[config.mk]
export PLATFORM = sky130hd
export DESIGN_NAME = retimer_override_ctl
export DESIGN_NICKNAME = d
export VERILOG_FILES = /design/src/logic/retimer_ctl_pkg.sv /design/src/logic/tune_alternator.sv /design/src/logic/retimer_override_ctl.sv
export SDC_FILE = /design/constraint.sdc
export NUM_CORES = 1
export LEC_CHECK = 0
export ABC_AREA = 1
export ABC_CLOCK_PERIOD_IN_PS = 2200
export BUFFER_PORTS_ARGS = -buffer_cell sky130_fd_sc_hd__clkbuf_2
export CELL_PAD_IN_SITES_DETAIL_PLACEMENT = 0
export CELL_PAD_IN_SITES_GLOBAL_PLACEMENT = 1
export CORE_MARGIN = 2
export CORE_UTILIZATION = 40
export DETAILED_ROUTE_END_ITERATION = 16
export PLACE_DENSITY_LB_ADDON = 0.1
export SETUP_SLACK_MARGIN = 0.2
export SYNTH_ARGS = -nofsm -noshare
export SYNTH_HDL_FRONTEND = slang
export SYNTH_HIERARCHICAL = 1
export SYNTH_SLANG_ARGS = --single-unit
[constraint.sdc]
create_clock -name ref_clk -period 2.2 [get_ports ref_clk]
set_clock_uncertainty 0.15 [all_clocks]
set_input_delay 0.44 -clock ref_clk [delete_from_list [all_inputs] [get_ports ref_clk]]
set_output_delay 0.44 -clock ref_clk [all_outputs]
set_load 0.05 [all_outputs]
[src/logic/retimer_ctl_pkg.sv]
// shared constants and carriers for the per-channel retimer override control
// assumes a decoded per-channel register port ahead of it (serial bus slave lives elsewhere)
package retimer_ctl_pkg;

  localparam int NUM_CH = 4;
  localparam int CH_W   = 2;

  // register offsets
  localparam logic [7:0] OFS_BOOST_APPLIED   = 8'h03;
  localparam logic [7:0] OFS_TUNE_CODE_ONE   = 8'h08;
  localparam logic [7:0] OFS_OVERRIDE_EN     = 8'h09;
  localparam logic [7:0] OFS_TUNE_CODE_TWO   = 8'h0B;
  localparam logic [7:0] OFS_STAGE_CONTROL   = 8'h13;
  localparam logic [7:0] OFS_SIG_DETECT_CTL  = 8'h14;
  localparam logic [7:0] OFS_OUTPUT_SELECT   = 8'h1E;
  localparam logic [7:0] OFS_RATE_SUBRATE    = 8'h2F;
  localparam logic [7:0] OFS_ADAPT_MODE      = 8'h31;
  localparam logic [7:0] OFS_SEARCH_CONTROL  = 8'h36;
  localparam logic [7:0] OFS_LOW_RATE_BOOST  = 8'h3A;

  // values after reset
  localparam logic [7:0] RST_ZERO            = 8'h00;
  localparam logic [7:0] RST_OUTPUT_SELECT   = 8'hE0;

  // field positions
  localparam int ADAPT_MODE_HI  = 6;
  localparam int ADAPT_MODE_LO  = 5;
  localparam int LIMIT_BIT      = 2;
  localparam int SEARCH_HI      = 5;
  localparam int SEARCH_LO      = 4;
  localparam int RATE_HI        = 7;
  localparam int RATE_LO        = 6;
  localparam int SUBRATE_HI     = 5;
  localparam int SUBRATE_LO     = 4;
  localparam int CODE_HI        = 4;
  localparam int CODE_LO        = 0;
  localparam int OVR_TUNE_BIT   = 7;
  localparam int OVR_MUX_BIT    = 5;
  localparam int OVR_QCLK_BIT   = 4;
  localparam int QCLK_EN_BIT    = 0;
  localparam int SD_FORCE_ON    = 7;
  localparam int SD_FORCE_OFF   = 6;
  localparam int OUTSEL_HI      = 7;
  localparam int OUTSEL_LO      = 5;

  localparam logic [1:0] SEARCH_INITIAL = 2'h3;
  localparam logic [1:0] ADAPT_FIXED    = 2'h0;

  // output source codes
  localparam logic [2:0] SRC_RAW      = 3'h0;
  localparam logic [2:0] SRC_RETIMED  = 3'h1;
  localparam logic [2:0] SRC_INPHASE  = 3'h2;
  localparam logic [2:0] SRC_QUAD     = 3'h3;
  localparam logic [2:0] SRC_PATTERN  = 3'h4;
  localparam logic [2:0] SRC_INTCLK   = 3'h5;
  localparam logic [2:0] SRC_INVALID  = 3'h6;
  localparam logic [2:0] SRC_MUTE     = 3'h7;

  typedef enum logic [1:0] {TUNE_IDLE, TUNE_FIRST, TUNE_SECOND} tune_state_e;

  typedef struct packed {
    logic       sig_present;
    logic       cdr_locked;
    logic       adapt_update;
    logic [7:0] adapt_boost;
    logic       rate_fallback;
    logic       lock_attempt_fail;
  } chan_status_s;

  typedef struct packed {
    logic       channel_enable;
    logic [2:0] out_select;
    logic       limiting;
    logic [7:0] boost;
    logic       tune_override;
    logic [4:0] tune_code;
    logic       divide_by_8;
    logic       search_request;
    logic [1:0] rate;
    logic [1:0] subrate;
    logic       sync_to_input;
  } chan_ctrl_s;

endpackage

[src/logic/tune_alternator.sv]
// alternating coarse tuning attempt sequencer for one channel
// assumes lock_fail is a one-cycle pulse per failed lock attempt
`timescale 1ns/1ps
module tune_alternator (
  input  wire logic       ref_clk,
  input  wire logic       rst_n,
  input  wire logic       override_en,
  input  wire logic [4:0] code_one,
  input  wire logic [4:0] code_two,
  input  wire logic       locked,
  input  wire logic       lock_fail,
  output logic            active_q,
  output logic [4:0]      code_q,
  output logic            div8_q
);
  retimer_ctl_pkg::tune_state_e state_q;
  retimer_ctl_pkg::tune_state_e state_d;
  logic [4:0]                   code_d;

  always_comb
  begin
    state_d = state_q;
    case (state_q)
      retimer_ctl_pkg::TUNE_IDLE:   if (override_en) state_d = retimer_ctl_pkg::TUNE_FIRST;
      retimer_ctl_pkg::TUNE_FIRST:  if (lock_fail && !locked) state_d = retimer_ctl_pkg::TUNE_SECOND;
      retimer_ctl_pkg::TUNE_SECOND: if (lock_fail && !locked) state_d = retimer_ctl_pkg::TUNE_FIRST;
      default:                      state_d = retimer_ctl_pkg::TUNE_IDLE;
    endcase
    // clearing the override ends the alternation at once
    if (!override_en)
      state_d = retimer_ctl_pkg::TUNE_IDLE;
    code_d = (state_d == retimer_ctl_pkg::TUNE_SECOND) ? code_two : code_one;
  end

  always_ff @(posedge ref_clk or negedge rst_n)
  begin
    if (!rst_n)
    begin
      state_q  <= retimer_ctl_pkg::TUNE_IDLE;
      active_q <= 1'b0;
      code_q   <= 5'h00;
      div8_q   <= 1'b0;
    end
    else
    begin
      state_q  <= state_d;
      active_q <= (state_d != retimer_ctl_pkg::TUNE_IDLE);
      code_q   <= code_d;
      div8_q   <= (state_d == retimer_ctl_pkg::TUNE_FIRST);
    end
  end
endmodule

[src/logic/retimer_override_ctl.sv]
// Overview of operation
// - boost register reads the boost in force
// - lower-rate step loads low-rate boost into boost
// - adapt mode zero falls back using low-rate boost
// - adapt mode zero retries without touching boost
// - stage control bit 2 sets limiting mode
// - search field 2'b11 starts initial coarse search unless tuning override is active
// - rate and subrate bound the search range
// - tuning codes apply only with override enable
// - alternate code one div 8, code two div 1
// - selector codes: mute, invalid, clocks, pattern, data
// - without override selector acts only when unlocked
// - mux override drives selector even when locked
// - no signal detected powers down and mutes
// - bit7 set, bit6 clear forces detect on
// - both detect bits clear gives automatic detect
// - locked channel with signal detected keeps clocks synchronous to input
// - internal clock selectable when mux overridden and signal detected
// per-channel register store and output steering for a quad retimer
// assumes a decoded register port with channel select; status inputs synchronous to ref_clk
`timescale 1ns/1ps
module retimer_override_ctl #(
  parameter int NUM_CH = retimer_ctl_pkg::NUM_CH
) (
  input  wire logic                         ref_clk,
  input  wire logic                         rst_n,
  input  wire logic                         wr_en,
  input  wire logic [1:0]                   wr_chan,
  input  wire logic [7:0]                   wr_addr,
  input  wire logic [7:0]                   wr_data,
  input  wire logic                         rd_en,
  input  wire logic [1:0]                   rd_chan,
  input  wire logic [7:0]                   rd_addr,
  input  wire retimer_ctl_pkg::chan_status_s status [NUM_CH],
  output logic [7:0]                        rd_data_q,
  output logic                              rd_valid_q,
  output retimer_ctl_pkg::chan_ctrl_s       ctrl_q [NUM_CH]
);
  logic [7:0] rd_data_d;
  logic [7:0] rd_word [NUM_CH];

  for (genvar c = 0; c < NUM_CH; c++)
  begin : g_chan
    logic [7:0] boost_q;
    logic [7:0] boost_d;
    logic [7:0] code1_q;
    logic [7:0] code1_d;
    logic [7:0] ovr_q;
    logic [7:0] ovr_d;
    logic [7:0] code2_q;
    logic [7:0] code2_d;
    logic [7:0] stage_q;
    logic [7:0] stage_d;
    logic [7:0] sd_q;
    logic [7:0] sd_d;
    logic [7:0] osel_q;
    logic [7:0] osel_d;
    logic [7:0] rate_q;
    logic [7:0] rate_d;
    logic [7:0] adapt_q;
    logic [7:0] adapt_d;
    logic [7:0] search_q;
    logic [7:0] search_d;
    logic [7:0] lowb_q;
    logic [7:0] lowb_d;
    logic       we;
    logic       fixed_mode;
    logic       detected;
    logic       tune_act;
    logic [4:0] tune_code;
    logic       tune_div8;
    logic [2:0] sel;
    retimer_ctl_pkg::chan_ctrl_s ctrl_d;

    // each channel decodes only writes aimed at itself
    assign we = wr_en && (wr_chan == 2'(c));
    assign fixed_mode = (adapt_q[retimer_ctl_pkg::ADAPT_MODE_HI:retimer_ctl_pkg::ADAPT_MODE_LO]
                         == retimer_ctl_pkg::ADAPT_FIXED);

    always_comb
    begin
      code1_d  = (we && wr_addr == retimer_ctl_pkg::OFS_TUNE_CODE_ONE)  ? wr_data : code1_q;
      ovr_d    = (we && wr_addr == retimer_ctl_pkg::OFS_OVERRIDE_EN)    ? wr_data : ovr_q;
      code2_d  = (we && wr_addr == retimer_ctl_pkg::OFS_TUNE_CODE_TWO)  ? wr_data : code2_q;
      stage_d  = (we && wr_addr == retimer_ctl_pkg::OFS_STAGE_CONTROL)  ? wr_data : stage_q;
      sd_d     = (we && wr_addr == retimer_ctl_pkg::OFS_SIG_DETECT_CTL) ? wr_data : sd_q;
      osel_d   = (we && wr_addr == retimer_ctl_pkg::OFS_OUTPUT_SELECT)  ? wr_data : osel_q;
      rate_d   = (we && wr_addr == retimer_ctl_pkg::OFS_RATE_SUBRATE)   ? wr_data : rate_q;
      adapt_d  = (we && wr_addr == retimer_ctl_pkg::OFS_ADAPT_MODE)     ? wr_data : adapt_q;
      search_d = (we && wr_addr == retimer_ctl_pkg::OFS_SEARCH_CONTROL) ? wr_data : search_q;
      lowb_d   = (we && wr_addr == retimer_ctl_pkg::OFS_LOW_RATE_BOOST) ? wr_data : lowb_q;
      boost_d  = (we && wr_addr == retimer_ctl_pkg::OFS_BOOST_APPLIED)  ? wr_data : boost_q;
      // hardware updates win over a software write in the same cycle
      if (status[c].adapt_update && !fixed_mode)
        boost_d = status[c].adapt_boost;
      if (status[c].rate_fallback)
        boost_d = lowb_q;
    end

    always_ff @(posedge ref_clk or negedge rst_n)
    begin
      if (!rst_n)
      begin
        boost_q  <= retimer_ctl_pkg::RST_ZERO;
        code1_q  <= retimer_ctl_pkg::RST_ZERO;
        ovr_q    <= retimer_ctl_pkg::RST_ZERO;
        code2_q  <= retimer_ctl_pkg::RST_ZERO;
        stage_q  <= retimer_ctl_pkg::RST_ZERO;
        sd_q     <= retimer_ctl_pkg::RST_ZERO;
        osel_q   <= retimer_ctl_pkg::RST_OUTPUT_SELECT;
        rate_q   <= retimer_ctl_pkg::RST_ZERO;
        adapt_q  <= retimer_ctl_pkg::RST_ZERO;
        search_q <= retimer_ctl_pkg::RST_ZERO;
        lowb_q   <= retimer_ctl_pkg::RST_ZERO;
      end
      else
      begin
        boost_q  <= boost_d;
        code1_q  <= code1_d;
        ovr_q    <= ovr_d;
        code2_q  <= code2_d;
        stage_q  <= stage_d;
        sd_q     <= sd_d;
        osel_q   <= osel_d;
        rate_q   <= rate_d;
        adapt_q  <= adapt_d;
        search_q <= search_d;
        lowb_q   <= lowb_d;
      end
    end

    tune_alternator u_tune (
      .ref_clk     (ref_clk),
      .rst_n       (rst_n),
      .override_en (ovr_q[retimer_ctl_pkg::OVR_TUNE_BIT]),
      .code_one    (code1_q[retimer_ctl_pkg::CODE_HI:retimer_ctl_pkg::CODE_LO]),
      .code_two    (code2_q[retimer_ctl_pkg::CODE_HI:retimer_ctl_pkg::CODE_LO]),
      .locked      (status[c].cdr_locked),
      .lock_fail   (status[c].lock_attempt_fail),
      .active_q    (tune_act),
      .code_q      (tune_code),
      .div8_q      (tune_div8)
    );

    always_comb
    begin
      // force-off bit alone or with force-on keeps the channel down
      if (sd_q[retimer_ctl_pkg::SD_FORCE_ON] && !sd_q[retimer_ctl_pkg::SD_FORCE_OFF])
        detected = 1'b1;
      else if (!sd_q[retimer_ctl_pkg::SD_FORCE_ON] && !sd_q[retimer_ctl_pkg::SD_FORCE_OFF])
        detected = status[c].sig_present;
      else
        detected = 1'b0;
      sel = osel_q[retimer_ctl_pkg::OUTSEL_HI:retimer_ctl_pkg::OUTSEL_LO];
      // invalid code and an unenabled quadrature clock fall back to mute
      if (sel == retimer_ctl_pkg::SRC_INVALID)
        sel = retimer_ctl_pkg::SRC_MUTE;
      if (sel == retimer_ctl_pkg::SRC_QUAD && !(ovr_q[retimer_ctl_pkg::OVR_QCLK_BIT]
          && osel_q[retimer_ctl_pkg::QCLK_EN_BIT]))
        sel = retimer_ctl_pkg::SRC_MUTE;
      ctrl_d = '0;
      ctrl_d.channel_enable = detected;
      if (!detected)
        ctrl_d.out_select = retimer_ctl_pkg::SRC_MUTE;
      else if (ovr_q[retimer_ctl_pkg::OVR_MUX_BIT])
        ctrl_d.out_select = sel;
      else if (status[c].cdr_locked)
        ctrl_d.out_select = retimer_ctl_pkg::SRC_RETIMED;
      else
        ctrl_d.out_select = sel;
      ctrl_d.limiting       = stage_q[retimer_ctl_pkg::LIMIT_BIT];
      ctrl_d.boost          = boost_d;
      ctrl_d.tune_override  = tune_act;
      ctrl_d.tune_code      = tune_code;
      ctrl_d.divide_by_8    = tune_div8;
      ctrl_d.search_request = (search_q[retimer_ctl_pkg::SEARCH_HI:retimer_ctl_pkg::SEARCH_LO]
                               == retimer_ctl_pkg::SEARCH_INITIAL) && !tune_act;
      ctrl_d.rate           = rate_q[retimer_ctl_pkg::RATE_HI:retimer_ctl_pkg::RATE_LO];
      ctrl_d.subrate        = rate_q[retimer_ctl_pkg::SUBRATE_HI:retimer_ctl_pkg::SUBRATE_LO];
      ctrl_d.sync_to_input  = detected && status[c].cdr_locked;
    end

    always_ff @(posedge ref_clk or negedge rst_n)
    begin
      if (!rst_n)
        ctrl_q[c] <= '{default: '0, out_select: retimer_ctl_pkg::SRC_MUTE};
      else
        ctrl_q[c] <= ctrl_d;
    end

    always_comb
    begin
      case (rd_addr)
        retimer_ctl_pkg::OFS_BOOST_APPLIED:   rd_word[c] = boost_q;
        retimer_ctl_pkg::OFS_TUNE_CODE_ONE:   rd_word[c] = code1_q;
        retimer_ctl_pkg::OFS_OVERRIDE_EN:     rd_word[c] = ovr_q;
        retimer_ctl_pkg::OFS_TUNE_CODE_TWO:   rd_word[c] = code2_q;
        retimer_ctl_pkg::OFS_STAGE_CONTROL:   rd_word[c] = stage_q;
        retimer_ctl_pkg::OFS_SIG_DETECT_CTL:  rd_word[c] = sd_q;
        retimer_ctl_pkg::OFS_OUTPUT_SELECT:   rd_word[c] = osel_q;
        retimer_ctl_pkg::OFS_RATE_SUBRATE:    rd_word[c] = rate_q;
        retimer_ctl_pkg::OFS_ADAPT_MODE:      rd_word[c] = adapt_q;
        retimer_ctl_pkg::OFS_SEARCH_CONTROL:  rd_word[c] = search_q;
        retimer_ctl_pkg::OFS_LOW_RATE_BOOST:  rd_word[c] = lowb_q;
        default:                              rd_word[c] = 8'h00;
      endcase
    end
  end

  always_comb
  begin
    rd_data_d = rd_en ? rd_word[rd_chan] : rd_data_q;
  end

  always_ff @(posedge ref_clk or negedge rst_n)
  begin
    if (!rst_n)
    begin
      rd_data_q  <= 8'h00;
      rd_valid_q <= 1'b0;
    end
    else
    begin
      rd_data_q  <= rd_data_d;
      rd_valid_q <= rd_en;
    end
  end
endmodule

==> metrics.md <==
| Metric | Value |
|---|---|
| Status | `complete, no violations` |
| CP Capture Type | `output port` |
| Switching Share | `0.2532` |
| Slew Viols, Final | `0` |
| Yosys warns | `6` |
| Clock root buffer | `clkbuf_16` |
| Slew of the pin with the lowest slew margin | `0.5231 ns` |
| Ant. Diodes | `0` |
| Max Cap Viol | `0` |
| Clock power share | `0.460` |
| Top delay family on crit path | `flip-flops` |
| Total CTS buffers | `50` |
| Via count | `18.85k` |
| Max Root-Sink Buffers | `3` |
| Ys async rst share | `1.000` |
| Yosys top cell area share | `0.5335` |
| Crit path cell chain | `clkbuf_2` |
| CORE AREA | `51,410 um^2` |
| Site row count | `83` |
| Worst-Skew Late Latency | `0.60 ns` |
| Design Area, Final | `25,880 um^2` |
| Worst slack at placement | `-0.2607 ns` |
| Clock sink count | `469` |
| Pint | `14.91 mW` |
| GRT Util Overall | `0.2894` |
| Grt total ovfl | `0` |
| CP Class | `reg2out` |
| Dpl cell area | `23,900 um^2` |
| Sequential Power Share | `0.452` |
| Maximum clock rate | `0.5050 GHz` |
| Unrepaired setup endpoints after global routing | `no` |
| Setup crit start | `ctrl_q[39]$_DFFE_PN0P_` |
| Final WL | `approximately 77,000 um` |
| Post-route ant nets | `0` |
| R2r startpoint | `g_chan[3].adapt_q[5]$_DFFE_PN0P_` |
| P_sw | `just over 5 mW` |
| Worst Path Max Fanout | `3` |
| Detailed Routing Iterations Pass 1 | `5` |
| Setup-failing EPs final | `0` |
| CP max stage cell | `dfrtp_1` |
| Worst IR drop on VDD | `0.0005004 V` |
| Initial antenna violation count | `5` |
| Chip Width | `232.4 um` |
| Hold Path Cell Cnt | `3` |
| Die ar. | `54,020 um^2` |
| Worst path max stage delay | `between 0.4 and 0.5 ns` |
| Worst R2R Path Depth | `7` |
| Tot Pwr | `about 20 mW` |
| Vias in the first global route | `18.28k` |
| Slew headroom | `0.6504` |
| Worst Min Path Start | `status[38]` |
| Dominant synthesized flop cell | `dfrtp_1` |
| Nets@finish | `2,842` |
| Final hold vios | `0` |
| H-Tree Depth | `2` |
| Starting density of the core | `0.4060` |
| Syn_nets | `2,569` |
| Synthesized flop and latch total | `469` |
| Share of post-route cells with drive strength above 1 | `0.1883` |
| Die height | `232.4 um` |
| CP Data Required Time | `1.61 ns` |
| Final worst slack | `0.2199 ns` |
| Gpl congestion | `0.9422` |
| Number of flops mapped to enable cells by yosys | `0` |
| Worst endpoint data arrival time | `1.39 ns` |
| Leak | `12.88 nW` |
| Hold crit path type | `in2reg` |
| Starting DRT DRC Count | `roughly 1.9k` |
| Yosys cell types | `27` |
| Area leader, netlist | `dfrtp_1` |
| Largest net degree at the start of global routing | `76` |
| Stages on the worst setup path | `1` |
| Synthesized area per cell | `8.399 um^2` |
| TritonCTS clock tree | `yes` |
| Avg WL per Cell | `about 22 um` |
| Logic pwr share | `0.088` |
| Drt drc | `0` |
| Top post-synthesis cells by count | `nand2_1 (707), dfrtp_1 (445), nand3_1 (434)` |
| Worst-path clk slew | `0.06 ns` |
| I/O Buffers | `196` |
| Ranking of synthesized cells by area | `dfrtp_1 (53%), nand2_1 (13%), nand3_1 (10%)` |
| Io pins | `197` |
| CP Launch Type | `flip-flop` |
| Min Tclk post-route | `1.980 ns` |
| Final period util | `0.9001` |
| Seq/Total Area, Yosys | `0.5637` |
| Area Growth Syn to Fin | `24.00%` |
| Power per Cell Area | `771.7 nW/um^2` |
| Cells after synthesis | `2,485` |
| Number of vias per cell | `about 5.4` |
| Count leader, synth | `nand2_1` |
| Buf+Inv Stages, Crit Path | `1` |
| Hpwl dp | `53,060 um` |
| Mapped Area | `20,870 um^2` |
| First-pass GRT wire length | `116,400 um` |
-- cell type report --
cell class                      instances  area [um^2]
Timing Repair Buffer                  385         3085
Sequential cell                       469        11770
Fill cell                            4941        25520
Tap cell                              680        850.8
Multi-Input combinational cell       1796         8174
Inverter                               56        210.2
Clock buffer                           75         1529
Clock inverter                         17        264.0
-- power groups by stage --
stage / registers [mW] / logic [mW] / clock network, mW
after detailed placement: 9.18 / 1.73 / 0
after global placement: 9.18 / 1.72 / 0
after CTS: 9.03 / 1.76 / 9.33
after global routing: 9.05 / 1.89 / 9.70
after floorplan: 9.46 / 0.506 / 0
final: 9.03 / 1.75 / 9.19
-- cells in the final DEF, fill, tap and decap left out, drive strengths merged --
cell | netlist | layout
nand2 | 719 | 719
dfrtp | 445 | 445
nand3 | 442 | 442
o21ai | 372 | 372
clkbuf | 87 | 264
buf | 77 | 180
nor2 | 174 | 174
inv | 56 | 56
a21oi | 45 | 45
dfstp | 24 | 24
a31oi | 17 | 17
dlygate4sd3 | 0 | 16
clkinv | 0 | 10
nor3 | 9 | 9
bufinv | 0 | 7
o211ai | 5 | 5
nand4 | 4 | 4
a21boi | 4 | 4
nor4 | 4 | 4
nand3b | 1 | 1
-- stage by stage --
stage / instances / utilization / setup TNS, ns / hold WS, ns
floorplan: 2485 / - / 0 / -0.005591
global placement: 3370 / 0.4649 / -3.939 / 0.1812
detailed placement: 3370 / 0.4649 / -2.909 / 0.1847
CTS: 3478 / 0.5033 / 0 / 0.003937
global route: 3478 / 0.5035 / 0 / 0.03467
finish: 3478 / 0.5035 / 0 / 0.03042
-- worst reg2reg max path, delay by kind of cell (launching register included) --
family / cells / cell delay [ns]
AO/OA/AOI/OAI: 4 / 0.57
flip-flops: 1 / 0.40
buffers and inverters: 1 / 0.29
AND/OR/NAND/NOR: 2 / 0.13
-- state kept, by name, summed over array words and instances, names as in the netlist, 32 cells and up --
name and cells:
g_chan.code1_q 32, g_chan.code2_q 32, ctrl_q 104, g_chan.adapt_q 32, g_chan.sd_q 32, g_chan.lowb_q 32
g_chan.stage_q 32, g_chan.rate_q 32, g_chan.search_q 32, g_chan.ovr_q 32, g_chan.osel_q 32
-- final timing paths --
check,endpoint,slack [ns]
worst max-delay path,ctrl_q[39],0.22
worst min-delay path,ctrl_q[77]$_DFF_PN0_,0.03
worst max register to register,ctrl_q[13]$_DFFE_PN0P_,0.54
worst min register to register,ctrl_q[85]$_DFF_PN0_,0.19
max in group asynchronous,g_chan[3].sd_q[2]$_DFFE_PN0P_,0.93
min in group asynchronous,ctrl_q[6]$_DFF_PN0_,0.17
-- per-layer routing --
layer / share of wire / GRT usage / up-vias
li1: - / - / 8840
met1: 0.44 / 0.4119 / 9105
met2: 0.45 / 0.4455 / 768
met3: 0.081 / 0.05944 / 134
met4: 0.027 / 0.08494 / 6
met5: 0.00052 / 0 / -
-- what timing repair did --
action | CTS | global route
hold buffers | 16 | 0
endpoints found under the setup margin | 8 | 9
setup buffers | 0 | 0
endpoints found under the hold margin | 256 | 0
gates resized for setup | 8 | 10
-- kinds of logic (layout without fill, tap and decap cells) --
| group | Yosys count | count (layout) | share of synthesized area |
|---|---|---|---|
| AND/OR/NAND/NOR | 1353 | 1353 | 0.2808 |
| AO/OA/AOI/OAI | 443 | 443 | 0.1083 |
| flip-flops | 469 | 469 | 0.5637 |
| buffers and inverters | 220 | 533 | 0.04718 |
(Power assumes the default switching activity.)
